===== config.mk =====
export PLATFORM = sky130hd
export DESIGN_NAME = sbc_ctrl
export DESIGN_NICKNAME = d
export VERILOG_FILES = /design/src/verilog/sbc_ctrl.v
export VERILOG_INCLUDE_DIRS = /design/src /design/src/pkg
export SDC_FILE = /design/constraint.sdc
export NUM_CORES = 1
export LEC_CHECK = 0
export BUFFER_PORTS_ARGS = -buffer_cell sky130_fd_sc_hd__buf_2
export CAP_MARGIN = 10
export CORE_MARGIN = 10
export CORE_UTILIZATION = 35
export CTS_BUF_LIST = sky130_fd_sc_hd__clkbuf_8
export CTS_CLUSTER_SIZE = 30
export DETAILED_ROUTE_END_ITERATION = 8
export GPL_TIMING_DRIVEN = 0
export PLACE_DENSITY_LB_ADDON = 0.1
export SLEW_MARGIN = 20
export SYNTH_ARGS = -nofsm -noshare
export SYNTH_HDL_FRONTEND = slang
export SYNTH_SLANG_ARGS = --single-unit

===== constraint.sdc =====
create_clock -name pclk -period 5 [get_ports pclk]
set_clock_uncertainty 0.15 [all_clocks]
set_input_delay 1.5 -clock pclk [delete_from_list [all_inputs] [get_ports pclk]]
set_output_delay 1.5 -clock pclk [all_outputs]
set_load 0.01 [all_outputs]

===== src/pkg/sbc_defs.vh =====
// Constants of the system-bus command/identifier controller: register
// offsets, field positions, reset values and the nine-bit word encodings.
// Assumes it is included by bare name from the design file.
`ifndef SBC_DEFS_VH
`define SBC_DEFS_VH

// ----------------------------------------------------------------------
// Register offsets (byte addresses, one word each)
// ----------------------------------------------------------------------
`define SBC_OFF_CMD      8'h00
`define SBC_OFF_ADDR     8'h04
`define SBC_OFF_WDATA    8'h08
`define SBC_OFF_RDATA    8'h0C
`define SBC_OFF_STATUS   8'h10
`define SBC_OFF_RXWORD   8'h14
`define SBC_OFF_INDEP    8'h18

// ----------------------------------------------------------------------
// Order register fields
// ----------------------------------------------------------------------
`define SBC_OP_LSB       0
`define SBC_OP_MSB       1
`define SBC_SIZE_LSB     2
`define SBC_SIZE_MSB     3
`define SBC_NOCHK_BIT    4
`define SBC_OP_WRITE     2'h0
`define SBC_OP_READ      2'h1
`define SBC_OP_INDEP     2'h2
`define SBC_OP_RELEASE   2'h3

// Status register fields
`define SBC_ST_BUSY      0
`define SBC_ST_OWNED     1
`define SBC_ST_RDDONE    2
`define SBC_ST_RDERR     3
`define SBC_ST_PROTERR   4
`define SBC_ST_DEVREQ    5

// ----------------------------------------------------------------------
// Reset values
// ----------------------------------------------------------------------
`define SBC_RST_WORD     32'h0000_0000
`define SBC_RST_INDEP    16'h0010

// ----------------------------------------------------------------------
// Nine-bit command / data identifier layout
// ----------------------------------------------------------------------
`define SBC_KIND_BIT     8
`define SBC_TYPE_MSB     7
`define SBC_TYPE_LSB     5
`define SBC_ATTR_MSB     4
`define SBC_ATTR_LSB     3
`define SBC_RETAIN_BIT   2
`define SBC_ID_LAST_BIT  7
`define SBC_ID_RESP_BIT  6
`define SBC_ID_ERR_BIT   5
`define SBC_ID_CHK_BIT   4
`define SBC_TYPE_READ    3'h0
`define SBC_TYPE_WRITE   3'h2
`define SBC_TYPE_NULL    3'h3
`define SBC_ATTR_BLOCK   2'h2
`define SBC_ATTR_WORD    2'h3
`define SBC_ATTR_RELEASE 2'h0
`define SBC_BSIZE_2W     2'h0
`define SBC_BSIZE_8W     2'h1

`endif


===== src/verilog/sbc_ctrl.v =====
// External-agent controller for the processor's multiplexed system bus.
// Assumes an APB master on pclk and the processor pins on the far side;
// every pin input is asynchronous to pclk and is synchronised here.
//
// Overview of operation
// - Valid strobe stays high during independent transfer
// - Release null command returns interface afterwards
// - Bit eight: zero command, one identifier
// - Type bits: read, write, null; others reserved
// - Read attribute: block or partial word
// - Block read size: two or eight words
// - Partial read: one to four valid bytes
// - Write attribute: block or partial word
// - Block write size, eight-word retain bit
// - Partial write: one to four valid bytes
// - Null attribute zero means interface release
// - Identifier bit seven: zero marks last
// - Identifier bit six: zero marks response
// - Block responses deliver whole line despite errors
// - Agent ignores error bit from processor
// - Identifier bit four: skip data checking
// - Agent decoding ignores processor reserved bits
//
// Chosen here: the register offsets and the APB interface to the registers.
`timescale 1ns/1ps
`default_nettype none
`include "sbc_defs.vh"
module sbc_ctrl (
	input  wire        pclk,
	input  wire        presetn,
	input  wire        psel,
	input  wire        penable,
	input  wire        pwrite,
	input  wire [7:0]  paddr,
	input  wire [31:0] pwdata,
	output reg  [31:0] prdata,
	output wire        pready,
	output wire        pslverr,
	input  wire [31:0] muxed_addr_data_bus_in,
	output reg  [31:0] muxed_addr_data_bus_out,
	output reg         muxed_addr_data_bus_oe,
	input  wire [8:0]  cmd_ident_bus_in,
	output reg  [8:0]  cmd_ident_bus_out,
	output reg         cmd_ident_bus_oe,
	output reg         ext_valid_strobe_n,
	output reg         ext_req_n,
	input  wire        proc_valid_strobe_n,
	input  wire        proc_release_n
);

	// ------------------------------------------------------------------
	// States
	// ------------------------------------------------------------------
	localparam [2:0] ST_IDLE  = 3'h0;
	localparam [2:0] ST_REQ   = 3'h1;
	localparam [2:0] ST_ADDR  = 3'h2;
	localparam [2:0] ST_DATA  = 3'h3;
	localparam [2:0] ST_RWAIT = 3'h4;
	localparam [2:0] ST_INDEP = 3'h5;
	localparam [2:0] ST_NULL  = 3'h6;
	localparam [2:0] ST_DONE  = 3'h7;

	// ------------------------------------------------------------------
	// Functions
	// ------------------------------------------------------------------
	// True when a command word uses a reserved type, attribute or size
	function cmd_reserved;
		input [8:0] w;
		begin
			cmd_reserved = 1'b0;
			case (w[`SBC_TYPE_MSB:`SBC_TYPE_LSB])
				`SBC_TYPE_READ, `SBC_TYPE_WRITE: begin
					if (w[`SBC_ATTR_MSB] == 1'b0)
						cmd_reserved = 1'b1;
					else if (w[`SBC_ATTR_MSB:`SBC_ATTR_LSB] == `SBC_ATTR_BLOCK &&
					         w[1] == 1'b1)
						cmd_reserved = 1'b1;
				end
				`SBC_TYPE_NULL: begin
					if (w[`SBC_ATTR_MSB:`SBC_ATTR_LSB] != `SBC_ATTR_RELEASE)
						cmd_reserved = 1'b1;
				end
				default: cmd_reserved = 1'b1;
			endcase
		end
	endfunction
	// Builds an outgoing data identifier; reserved bits driven zero
	function [8:0] mk_ident;
		input last_n;
		input not_resp;
		input nochk;
		begin
			mk_ident = 9'h000;
			mk_ident[`SBC_KIND_BIT]    = 1'b1;
			mk_ident[`SBC_ID_LAST_BIT] = last_n;
			mk_ident[`SBC_ID_RESP_BIT] = not_resp;
			mk_ident[`SBC_ID_CHK_BIT]  = nochk;
		end
	endfunction
	// ------------------------------------------------------------------
	// Pin synchronisers
	// ------------------------------------------------------------------
	reg [31:0] bus_s1_reg;     // First stage, read only by the second
	reg [31:0] bus_s2_reg;     // Settled data bus
	reg [8:0]  cmd_s1_reg;     // First stage
	reg [8:0]  cmd_s2_reg;     // Settled command bus
	reg [1:0]  vld_s1_reg;     // First stage of strobe and release
	reg [1:0]  vld_s2_reg;     // Settled strobe (bit 0) and release (bit 1)
	// Two flops on every pin before any logic looks at it
	always @(posedge pclk or negedge presetn) begin
		if (!presetn) begin
			bus_s1_reg <= 32'h0000_0000;
			bus_s2_reg <= 32'h0000_0000;
			cmd_s1_reg <= 9'h000;
			cmd_s2_reg <= 9'h000;
			vld_s1_reg <= 2'h3;
			vld_s2_reg <= 2'h3;
		end else begin
			bus_s1_reg <= muxed_addr_data_bus_in;
			bus_s2_reg <= bus_s1_reg;
			cmd_s1_reg <= cmd_ident_bus_in;
			cmd_s2_reg <= cmd_s1_reg;
			vld_s1_reg <= {proc_release_n, proc_valid_strobe_n};
			vld_s2_reg <= vld_s1_reg;
		end
	end

	wire proc_vld = ~vld_s2_reg[0];   // Processor drives a valid word
	wire released = ~vld_s2_reg[1];   // Processor has gone to slave state
	// ------------------------------------------------------------------
	// APB slave
	// ------------------------------------------------------------------
	reg [31:0] addr_reg;       // Address for the external request
	reg [31:0] wdata_reg;      // Data for an external write
	reg [31:0] rdata_reg;      // Last word returned by the processor
	reg [8:0]  rxword_reg;     // Last word the processor drove
	reg [15:0] indep_reg;      // Cycles reserved for a third-party transfer
	reg [4:0]  order_reg;      // Latched order: op, size, no-check
	reg        rddone_reg;     // Sticky: read answer arrived
	reg        rderr_reg;      // Sticky: read answer carried the error bit
	reg        proterr_reg;    // Sticky: reserved encoding seen
	reg        devreq_reg;     // Sticky: processor issued its own request
	reg [2:0]  state_reg;      // Sequencer state
	reg [15:0] cnt_reg;        // Independent-transfer counter
	wire wr_en  = psel & penable & pwrite;
	wire go     = wr_en && paddr == `SBC_OFF_CMD && state_reg == ST_IDLE;
	wire w1c    = wr_en && paddr == `SBC_OFF_STATUS;
	wire mapped = paddr == `SBC_OFF_CMD   || paddr == `SBC_OFF_ADDR   ||
	              paddr == `SBC_OFF_WDATA || paddr == `SBC_OFF_RDATA  ||
	              paddr == `SBC_OFF_STATUS|| paddr == `SBC_OFF_RXWORD ||
	              paddr == `SBC_OFF_INDEP;
	// Zero-wait slave; unmapped addresses answer with an error
	assign pready  = 1'b1;
	assign pslverr = psel & penable & ~mapped;
	// Read mux: flops selected combinationally during the access phase
	always @* begin
		case (paddr)
			`SBC_OFF_CMD:    prdata = {27'h0, order_reg};
			`SBC_OFF_ADDR:   prdata = addr_reg;
			`SBC_OFF_WDATA:  prdata = wdata_reg;
			`SBC_OFF_RDATA:  prdata = rdata_reg;
			`SBC_OFF_STATUS: prdata = {26'h0, devreq_reg, proterr_reg, rderr_reg,
			                           rddone_reg, ~ext_req_n & released,
			                           state_reg != ST_IDLE};
			`SBC_OFF_RXWORD: prdata = {23'h0, rxword_reg};
			`SBC_OFF_INDEP:  prdata = {16'h0, indep_reg};
			default:         prdata = 32'h0000_0000;
		endcase
	end
	// Plain configuration registers
	always @(posedge pclk or negedge presetn) begin
		if (!presetn) begin
			addr_reg  <= `SBC_RST_WORD;
			wdata_reg <= `SBC_RST_WORD;
			indep_reg <= `SBC_RST_INDEP;
			order_reg <= 5'h00;
		end else begin
			if (wr_en && paddr == `SBC_OFF_ADDR)
				addr_reg <= pwdata;
			if (wr_en && paddr == `SBC_OFF_WDATA)
				wdata_reg <= pwdata;
			if (wr_en && paddr == `SBC_OFF_INDEP)
				indep_reg <= pwdata[15:0];
			if (go)
				order_reg <= pwdata[4:0];
		end
	end

	// ------------------------------------------------------------------
	// Monitor of words the processor drives
	// ------------------------------------------------------------------
	wire rx_cmd   = proc_vld & ~cmd_s2_reg[`SBC_KIND_BIT];
	wire rx_ident = proc_vld &  cmd_s2_reg[`SBC_KIND_BIT];
	wire rx_ans   = rx_ident && state_reg == ST_RWAIT;
	// Only real fields are looked at; reserved bits never steer logic
	wire rx_bad   = rx_cmd && cmd_reserved(cmd_s2_reg);
	// Sticky flags: a new event wins over a clear in the same cycle
	always @(posedge pclk or negedge presetn) begin
		if (!presetn) begin
			rdata_reg   <= `SBC_RST_WORD;
			rxword_reg  <= 9'h000;
			rddone_reg  <= 1'b0;
			rderr_reg   <= 1'b0;
			proterr_reg <= 1'b0;
			devreq_reg  <= 1'b0;
		end else begin
			if (proc_vld)
				rxword_reg <= cmd_s2_reg;
			if (rx_ans)
				rdata_reg <= bus_s2_reg;
			if (rx_ans && !cmd_s2_reg[`SBC_ID_LAST_BIT])
				rddone_reg <= 1'b1;
			else if (w1c && pwdata[`SBC_ST_RDDONE])
				rddone_reg <= 1'b0;
			// Error bit of a read answer is expected set and only logged
			if (rx_ans && cmd_s2_reg[`SBC_ID_ERR_BIT])
				rderr_reg <= 1'b1;
			else if (w1c && pwdata[`SBC_ST_RDERR])
				rderr_reg <= 1'b0;
			if (rx_bad)
				proterr_reg <= 1'b1;
			else if (w1c && pwdata[`SBC_ST_PROTERR])
				proterr_reg <= 1'b0;
			if (rx_cmd && !rx_bad)
				devreq_reg <= 1'b1;
			else if (w1c && pwdata[`SBC_ST_DEVREQ])
				devreq_reg <= 1'b0;
		end
	end

	// ------------------------------------------------------------------
	// External request sequencer
	// ------------------------------------------------------------------
	wire [1:0] op   = order_reg[`SBC_OP_MSB:`SBC_OP_LSB];
	wire [1:0] size = order_reg[`SBC_SIZE_MSB:`SBC_SIZE_LSB];
	// Pins and state advance together; outputs come from flops
	always @(posedge pclk or negedge presetn) begin
		if (!presetn) begin
			state_reg               <= ST_IDLE;
			cnt_reg                 <= 16'h0000;
			ext_req_n               <= 1'b1;
			ext_valid_strobe_n      <= 1'b1;
			muxed_addr_data_bus_out <= 32'h0000_0000;
			muxed_addr_data_bus_oe  <= 1'b0;
			cmd_ident_bus_out       <= 9'h000;
			cmd_ident_bus_oe        <= 1'b0;
		end else begin
			ext_valid_strobe_n <= 1'b1;
			case (state_reg)
				ST_IDLE: begin
					if (go) begin
						ext_req_n <= 1'b0;
						state_reg <= ST_REQ;
					end
				end
				ST_REQ: begin
					// Processor needs two cycles to see the request, then
					// finishes its own cycles; wait for its release
					if (released) begin
						muxed_addr_data_bus_oe <= 1'b1;
						cmd_ident_bus_oe       <= 1'b1;
						if (op == `SBC_OP_INDEP) begin
							muxed_addr_data_bus_oe <= 1'b0;
							cmd_ident_bus_oe       <= 1'b0;
							cnt_reg                <= indep_reg;
							state_reg              <= ST_INDEP;
						end else if (op == `SBC_OP_RELEASE) begin
							state_reg <= ST_NULL;
						end else begin
							muxed_addr_data_bus_out <= addr_reg;
							cmd_ident_bus_out <= {1'b0,
								(op == `SBC_OP_WRITE) ? `SBC_TYPE_WRITE
								                      : `SBC_TYPE_READ,
								`SBC_ATTR_WORD, 1'b0, size};
							ext_valid_strobe_n <= 1'b0;
							state_reg          <= ST_ADDR;
						end
					end
				end
				ST_ADDR: begin
					if (op == `SBC_OP_WRITE) begin
						// Single word: last element, not response data
						muxed_addr_data_bus_out <= wdata_reg;
						cmd_ident_bus_out  <= mk_ident(1'b0, 1'b1,
						                               order_reg[`SBC_NOCHK_BIT]);
						ext_valid_strobe_n <= 1'b0;
						state_reg          <= ST_DATA;
					end else begin
						// Hand the wires over so the processor can answer
						muxed_addr_data_bus_oe <= 1'b0;
						cmd_ident_bus_oe       <= 1'b0;
						state_reg              <= ST_RWAIT;
					end
				end
				ST_DATA: begin
					muxed_addr_data_bus_oe <= 1'b0;
					cmd_ident_bus_oe       <= 1'b0;
					state_reg              <= ST_DONE;
				end
				ST_RWAIT: begin
					if (rx_ans && !cmd_s2_reg[`SBC_ID_LAST_BIT])
						state_reg <= ST_DONE;
				end
				ST_INDEP: begin
					// Third parties own the wires; strobe held inactive
					ext_valid_strobe_n <= 1'b1;
					if (cnt_reg == 16'h0000) begin
						muxed_addr_data_bus_oe <= 1'b1;
						cmd_ident_bus_oe       <= 1'b1;
						state_reg              <= ST_NULL;
					end else begin
						cnt_reg <= cnt_reg - 16'h0001;
					end
				end
				ST_NULL: begin
					// Null command with the interface-release attribute
					muxed_addr_data_bus_out <= 32'h0000_0000;
					cmd_ident_bus_out  <= {1'b0, `SBC_TYPE_NULL,
					                       `SBC_ATTR_RELEASE, 3'h0};
					ext_valid_strobe_n <= 1'b0;
					state_reg          <= ST_DATA;
				end
				ST_DONE: begin
					// Give the bus back; processor resumes as master
					ext_req_n <= 1'b1;
					if (!released)
						state_reg <= ST_IDLE;
				end
				default: state_reg <= ST_IDLE;
			endcase
		end
	end

endmodule

`default_nettype wire


==> results of run 1 <==
[kinds of logic after synthesis]
group | share of synthesized area (%)
other | 0.0670
adder cells (fa/ha/maj) | 0.223
multiplexers | 15.0
buffers and inverters | 4.67
AO/OA/AOI/OAI | 11.8
AND/OR/NAND/NOR | 6.20
flip-flops | 62.0
XOR/XNOR | 0.0782
[per-stage QoR]
step           power [µW]  cells  utilization (%)  cell area [µm²]  TNS (ps)
2_1_floorplan        3380    834                -            11200         0
3_3_place_gp         3800   1398             39.7            12500   -864530
5_1_grt              6090   1491             43.1            13600         0
6_report             5780   1492             43.2            13600         0
3_5_place_dp         3820   1401             40.0            12600    -27000
4_1_cts              5860   1490             43.1            13600         0
[power groups by stage]
stage / Clock (µW) / Sequential [µW] / Combinational (µW)
2_1_floorplan: 0 / 2700 / 677
3_3_place_gp: 0 / 2760 / 1040
3_5_place_dp: 0 / 2760 / 1060
4_1_cts: 2070 / 2720 / 1070
5_1_grt: 2170 / 2760 / 1160
6_report: 2000 / 2720 / 1060
[worst register-to-register path: cells and delay by family, from the launching register on]
family / cells / cell delay [ps]
simple gates: 2 / 330
compound gates: 2 / 530
flops: 1 / 480
buf+inv: 3 / 1270
[cells in the mapped netlist (all sizes together), types with 7 or more instances]
cell	count	area share (%)
clkbuf	20	0.67
mux2	134	14
mux2i	12	1.1
a22oi	12	0.80
nor3	10	0.45
a221oi	8	0.63
o21ai	27	1.2
dfstp	7	1.6
nor2	24	0.92
a222oi	48	4.3
a21oi	20	0.93
nor4	8	0.45
inv	60	2.0
nand3	11	0.49
o31ai	7	0.59
buf	33	2.0
nand2	31	1.0
dfrtp	270	60
[how the worst min path moves through the flow]
stage,startpoint,to,slack [ps],depth (start not counted)
after detailed placement,bus_s1_reg[18]$_DFF_PN0_,bus_s2_reg[18]$_DFF_PN0_,180,0
after floorplan,bus_s1_reg[0]$_DFF_PN0_,bus_s2_reg[0]$_DFF_PN0_,180,0
after CTS,bus_s1_reg[18]$_DFF_PN0_,bus_s2_reg[18]$_DFF_PN0_,190,0
after global routing,cmd_s1_reg[4]$_DFF_PN0_,cmd_s2_reg[4]$_DFF_PN0_,200,0
final,cmd_s1_reg[0]$_DFF_PN0_,cmd_s2_reg[0]$_DFF_PN0_,190,0
after global placement,bus_s1_reg[16]$_DFF_PN0_,bus_s2_reg[16]$_DFF_PN0_,180,0
[metal layers]
| metal | vias to the layer above | GRT usage [%] | wire length (µm) |
|---|---|---|---|
| met3 | 42 | 4.09 | 2060 |
| met2 | 229 | 25.3 | 15100 |
| met5 | - | 0 | 18 |
| met1 | 3964 | 22.7 | 15300 |
| li1 | 3528 | - | - |
| met4 | 2 | 4.13 | 498 |
[repair_timing]
item                                    4_1_cts  5_1_grt
buffers inserted                              3        0
pin swaps                                     4        2
endpoints found under the hold margin         0        0
gates resized for setup                      11        2
endpoints found under the setup margin       30        7
[final cells by class]
| class | count | area (µm²) |
|---|---|---|
| fill | 2998 | 17900 |
| buffer | 52 | 308 |
| antenna | 3 | 7.51 |
| multi-input combinational | 444 | 3770 |
| tap | 402 | 503 |
| inverter | 60 | 225 |
| clock buffer | 57 | 785 |
| sequential | 277 | 6940 |
| timing repair buffer | 168 | 926 |
| clock inverter | 29 | 154 |
==> out/qor.yml, run 1 <==
status: "finished, final reports clean"
layout-drive-gt1-share_pct: 38.8
worstReg2RegStart: "order_reg[0]$_DFFE_PN0P_"
first_global_vias: 8067
place.port_buffers: 162
regToRegSetupSlack_ps: 2150
crit_required_ps: 3350
cts.sinks: 277
crit_family: "buffers and inverters"
syn_to_final_growth_pct: 21.6
dp_hpwl_mm: 23.5
synth_warnings: 0
crit_top_cell: "buf_2"
p_comb_share_pct: 18.3
slowest_delay_ps: 320
synth-async-reset-ratio_pct: 100
mostFrequentLayoutCell: "dfrtp_1"
crit_end: "prdata[9]"
slew_headroom_pct: 32.5
wl_mm: 32.9
crit_buf_inv: 5
swShare_pct: 30.0
netlist_instances: 833
post-place-ws_ps: -1490
place_congestion: 0.874
fmax_mhz: 205
p_per_area_nw_per_um2: 424
drt-pass1-iter-count: 6
reg2reg_depth: 7
clkSlewWorstSetupHoldPaths_ps: 60
slew_violations: 0
htree_levels: 2
vias: 7765
setup_violations: 0
dieArea_um2: 39600
endpoint_kind: "output port"
period_share_pct: 97.7
core_area_um2: 31600
wire_per_inst_um: 22.1
grt_max_degree: 89
fin_ws_ps: 113
rows: 65
ctsHoldBuffers: 0
ant_nets: 0
timing.hold.ws_ps: 193
grt_usage_pct: 16.5
min_path_type: "reg2reg"
grt_setup_unrepaired: "no"
synth-edff-count: 0
cts_tree: "built"
internal-power_uw: 4040
max_cap_viol_count: 0
ir_drop_uv: 245
clockRootBuffer: "clkbuf_8"
leakage_uw: 0.00698
die_w_um: 199
cp.arrival_ps: 3240
netlist_area_um2: 11200
slowest_stage: "nor4b_4"
seqPwrFrac_pct: 47.1
final.min_clock_period_ps: 4890
cp.depth: 9
numCtsBuffers: 48
initialDrtViolationCount: 666
drc_errors: 0
antenna_found_initial: 3
finalNetCount: 1141
most-common-layout-cells: "dfrtp_1 (270), buf_2 (170), mux2_2 (126)"
path_cells: "buf_2 > buf_6 > nor4b_4 > and3_1 > buf_2 > buf_4 > a22oi_1 > o21ai_0 > buf_2"
synth_flop_cell: "dfrtp_1"
boundaryPins: 167
initial_utilization_pct: 35.5
critical_path.max_fanout: 10
via_per_inst: 5.20
r2r_end: "muxed_addr_data_bus_out[7]$_DFFE_PN0P_"
switchingPower_uw: 1740
yosysSeqAreaShare_pct: 62.0
synth_cell_types: 64
clockBufferDepth: 3
grt-ovfl-total: 0
clk_latency_ps: 570
syn_avg_cell_area_um2: 13.4
synth-seq-cells: 277
critical_path_class: "in2out"
crit_path_start_kind: "primary input"
fp.dieH_um: 199
p_clk_share_pct: 34.6
crit_start: "paddr[3]"
hold_viol: 0
worst_pin_slew_ps: 1000
grt_pass1_wl_mm: 49.8
(Power assumes the default switching activity.)
==> run 2: changes to the inputs <==
==> constraint.sdc (replaced) <==
create_clock -name pclk -period 5.18 [get_ports pclk]
set_clock_uncertainty 0.15 [all_clocks]
set_input_delay 1.554 -clock pclk [delete_from_list [all_inputs] [get_ports pclk]]
set_output_delay 1.554 -clock pclk [all_outputs]
set_load 0.01 [all_outputs]
==> run 2 against run 1 <==
Die area did not move; utilization increased by 0.063 points; sequential share of layout area shrank 0.075 points; non-clock buffer count up 3; flip-flop and latch count is the same; critical endpoint is now prdata[21]; largest power group unchanged.
==> out/qor.yml, run 2 (synthesis results as in run 1) <==
regToRegSetupSlack_ps: 2340  # +190 ps
final_cell_area_um2: 13600  # +0.15%
final.min_clock_period_ps: 5050
clkSlewWorstSetupHoldPaths_ps: 60  # about the same
grt_max_degree: 89  # unchanged
multiInputGateArea_um2: 3770  # unchanged
antenna_found_initial: 3  # unchanged
post-place-ws_ps: -1420  # +72.0 ps
first_global_vias: 8065  # -0.025%
crit_required_ps: 3480  # +130 ps
drc_errors: 0  # unchanged
grt_setup_unrepaired: "no"
place.port_buffers: 162  # unchanged
boundaryPins: 167  # unchanged
htree_levels: 2  # unchanged
dp_hpwl_mm: 23.5  # unchanged
layout-drive-gt1-share_pct: 39.0  # +0.17 points
ir_drop_uv: 235  # -4.0%
via_per_inst: 5.19  # -0.19%
wl_mm: 33.1  # +0.61%
finalNetCount: 1144  # +0.26%
fmax_mhz: 198
hold_viol: 0  # unchanged
status: "finished, final reports clean"
ant_nets: 0  # unchanged
grt-ovfl-total: 0  # unchanged
max_cap_viol_count: 0  # unchanged
seq_area_um2: 6940  # unchanged
total_power_uw: 5580  # -3.4%
reg2reg_depth: 7  # unchanged
rows: 65  # unchanged
crit_end: "prdata[21]"
slew_violations: 0  # unchanged
initialDrtViolationCount: 608  # -8.7%
grt_pass1_wl_mm: 49.8  # about the same
crit_path_start_kind: "primary input"
cp.arrival_ps: 3350  # +110 ps
place_congestion: 0.874  # unchanged
initial_utilization_pct: 35.5  # unchanged
worst_pin_slew_ps: 1020  # +21.0 ps
min_path_type: "reg2reg"
fin_ws_ps: 128  # +15.1 ps
critical_path.max_fanout: 10  # unchanged
fp.dieH_um: 199  # unchanged
wire_per_inst_um: 22.2  # +0.41%
r2r_end: "muxed_addr_data_bus_out[7]$_DFFE_PN0P_"
cts_tree: "built"
endpoint_kind: "output port"
syn_to_final_growth_pct: 21.7
n_fill_cell: 2997  # -0.033%
final_util_pct: 43.2  # +0.063 points
clockRootBuffer: "clkbuf_8"
crit_start: "paddr[2]"
core_area_um2: 31600  # unchanged
grt_usage_pct: 16.5  # unchanged
period_share_pct: 97.5
vias: 7766  # +0.013%
numCtsBuffers: 48  # unchanged
dieArea_um2: 39600  # unchanged
ctsHoldBuffers: 0  # unchanged
p_per_area_nw_per_um2: 409  # -3.6%
setup_violations: 0  # unchanged
slew_headroom_pct: 31.1  # -1.4 points
die_w_um: 199  # unchanged
most-common-layout-cells: "dfrtp_1 (270), buf_2 (171), mux2_2 (126)"
clockBufferDepth: 3  # unchanged
drt-pass1-iter-count: 7  # +1
place_area_um2: 12600  # unchanged
worstReg2RegStart: "order_reg[0]$_DFFE_PN0P_"
timing.hold.ws_ps: 193  # +0.134 ps
clk_latency_ps: 570  # about the same
mostFrequentLayoutCell: "dfrtp_1"
critical_path_class: "in2out"
leakage_uw: 0.00699  # +0.21%
cts.sinks: 277  # unchanged
## run 2: changes by cell type in the layout (fill, tap and decap cells not counted), sizes merged
cell | before | now
buf | 199 | 200
clkbuf | 78 | 80
## run 2: final cells by class
class | count | area share (%)
sequential | 277 | 50.9
buffer | 53 | 2.29
antenna | 3 | 0.0551
clock buffer | 57 | 5.75
multi-input combinational | 444 | 27.6
timing repair buffer | 170 | 6.90
tap | 402 | 3.69
clock inverter | 29 | 1.13
inverter | 60 | 1.65
## run 2: worst min path at each step
stage               cells past startpoint                  endpoint  slack [ps]                     start
detailed placement                      0  bus_s2_reg[18]$_DFF_PN0_         180  bus_s1_reg[18]$_DFF_PN0_
global route                            0   cmd_s2_reg[4]$_DFF_PN0_         200   cmd_s1_reg[4]$_DFF_PN0_
finish                                  0   cmd_s2_reg[0]$_DFF_PN0_         190   cmd_s1_reg[0]$_DFF_PN0_
CTS                                     0  bus_s2_reg[18]$_DFF_PN0_         190  bus_s1_reg[18]$_DFF_PN0_
floorplan                               0   bus_s2_reg[0]$_DFF_PN0_         180   bus_s1_reg[0]$_DFF_PN0_
global placement                        0  bus_s2_reg[16]$_DFF_PN0_         180  bus_s1_reg[16]$_DFF_PN0_
## run 2: per-stage QoR
stage	std cells	setup TNS, ps
finish	1495	0
global placement	1398	-827530
CTS	1489	0
detailed placement	1401	-24910
global route	1494	0
floorplan	834	0
## run 2: what timing repair did
item	4_1_cts	5_1_grt
buffers inserted	2	3
gates resized for setup	8	5
pin swaps	2	3
gates cloned	0	0
endpoints found under the setup margin	29	12
## run 2: report_power, final
| part | total [µW] | internal, µW | switching, µW |
|---|---|---|---|
| clock | 1930 | 1050 | 880 |
| sequential | 2630 | 2440 | 195 |
| combinational | 1020 | 418 | 603 |
## run 2: critical path, stage by stage
cell	delay, ps
buf_2	190
inv_1	120
and3_1	180
buf_4	170
and2_1	150
buf_4	190
clkbuf_4	220
a222oi_1	310
inv_1	100
buf_2	150
## run 2: metal layers
layer / vias up / global-route usage (%) / share of wire (%)
li1: 3537 / - / -
met1: 3944 / 22.7 / 47
met2: 243 / 25.3 / 46
met3: 40 / 4.09 / 6.1
met4: 2 / 4.13 / 1.4
met5: - / 0 / 0.054
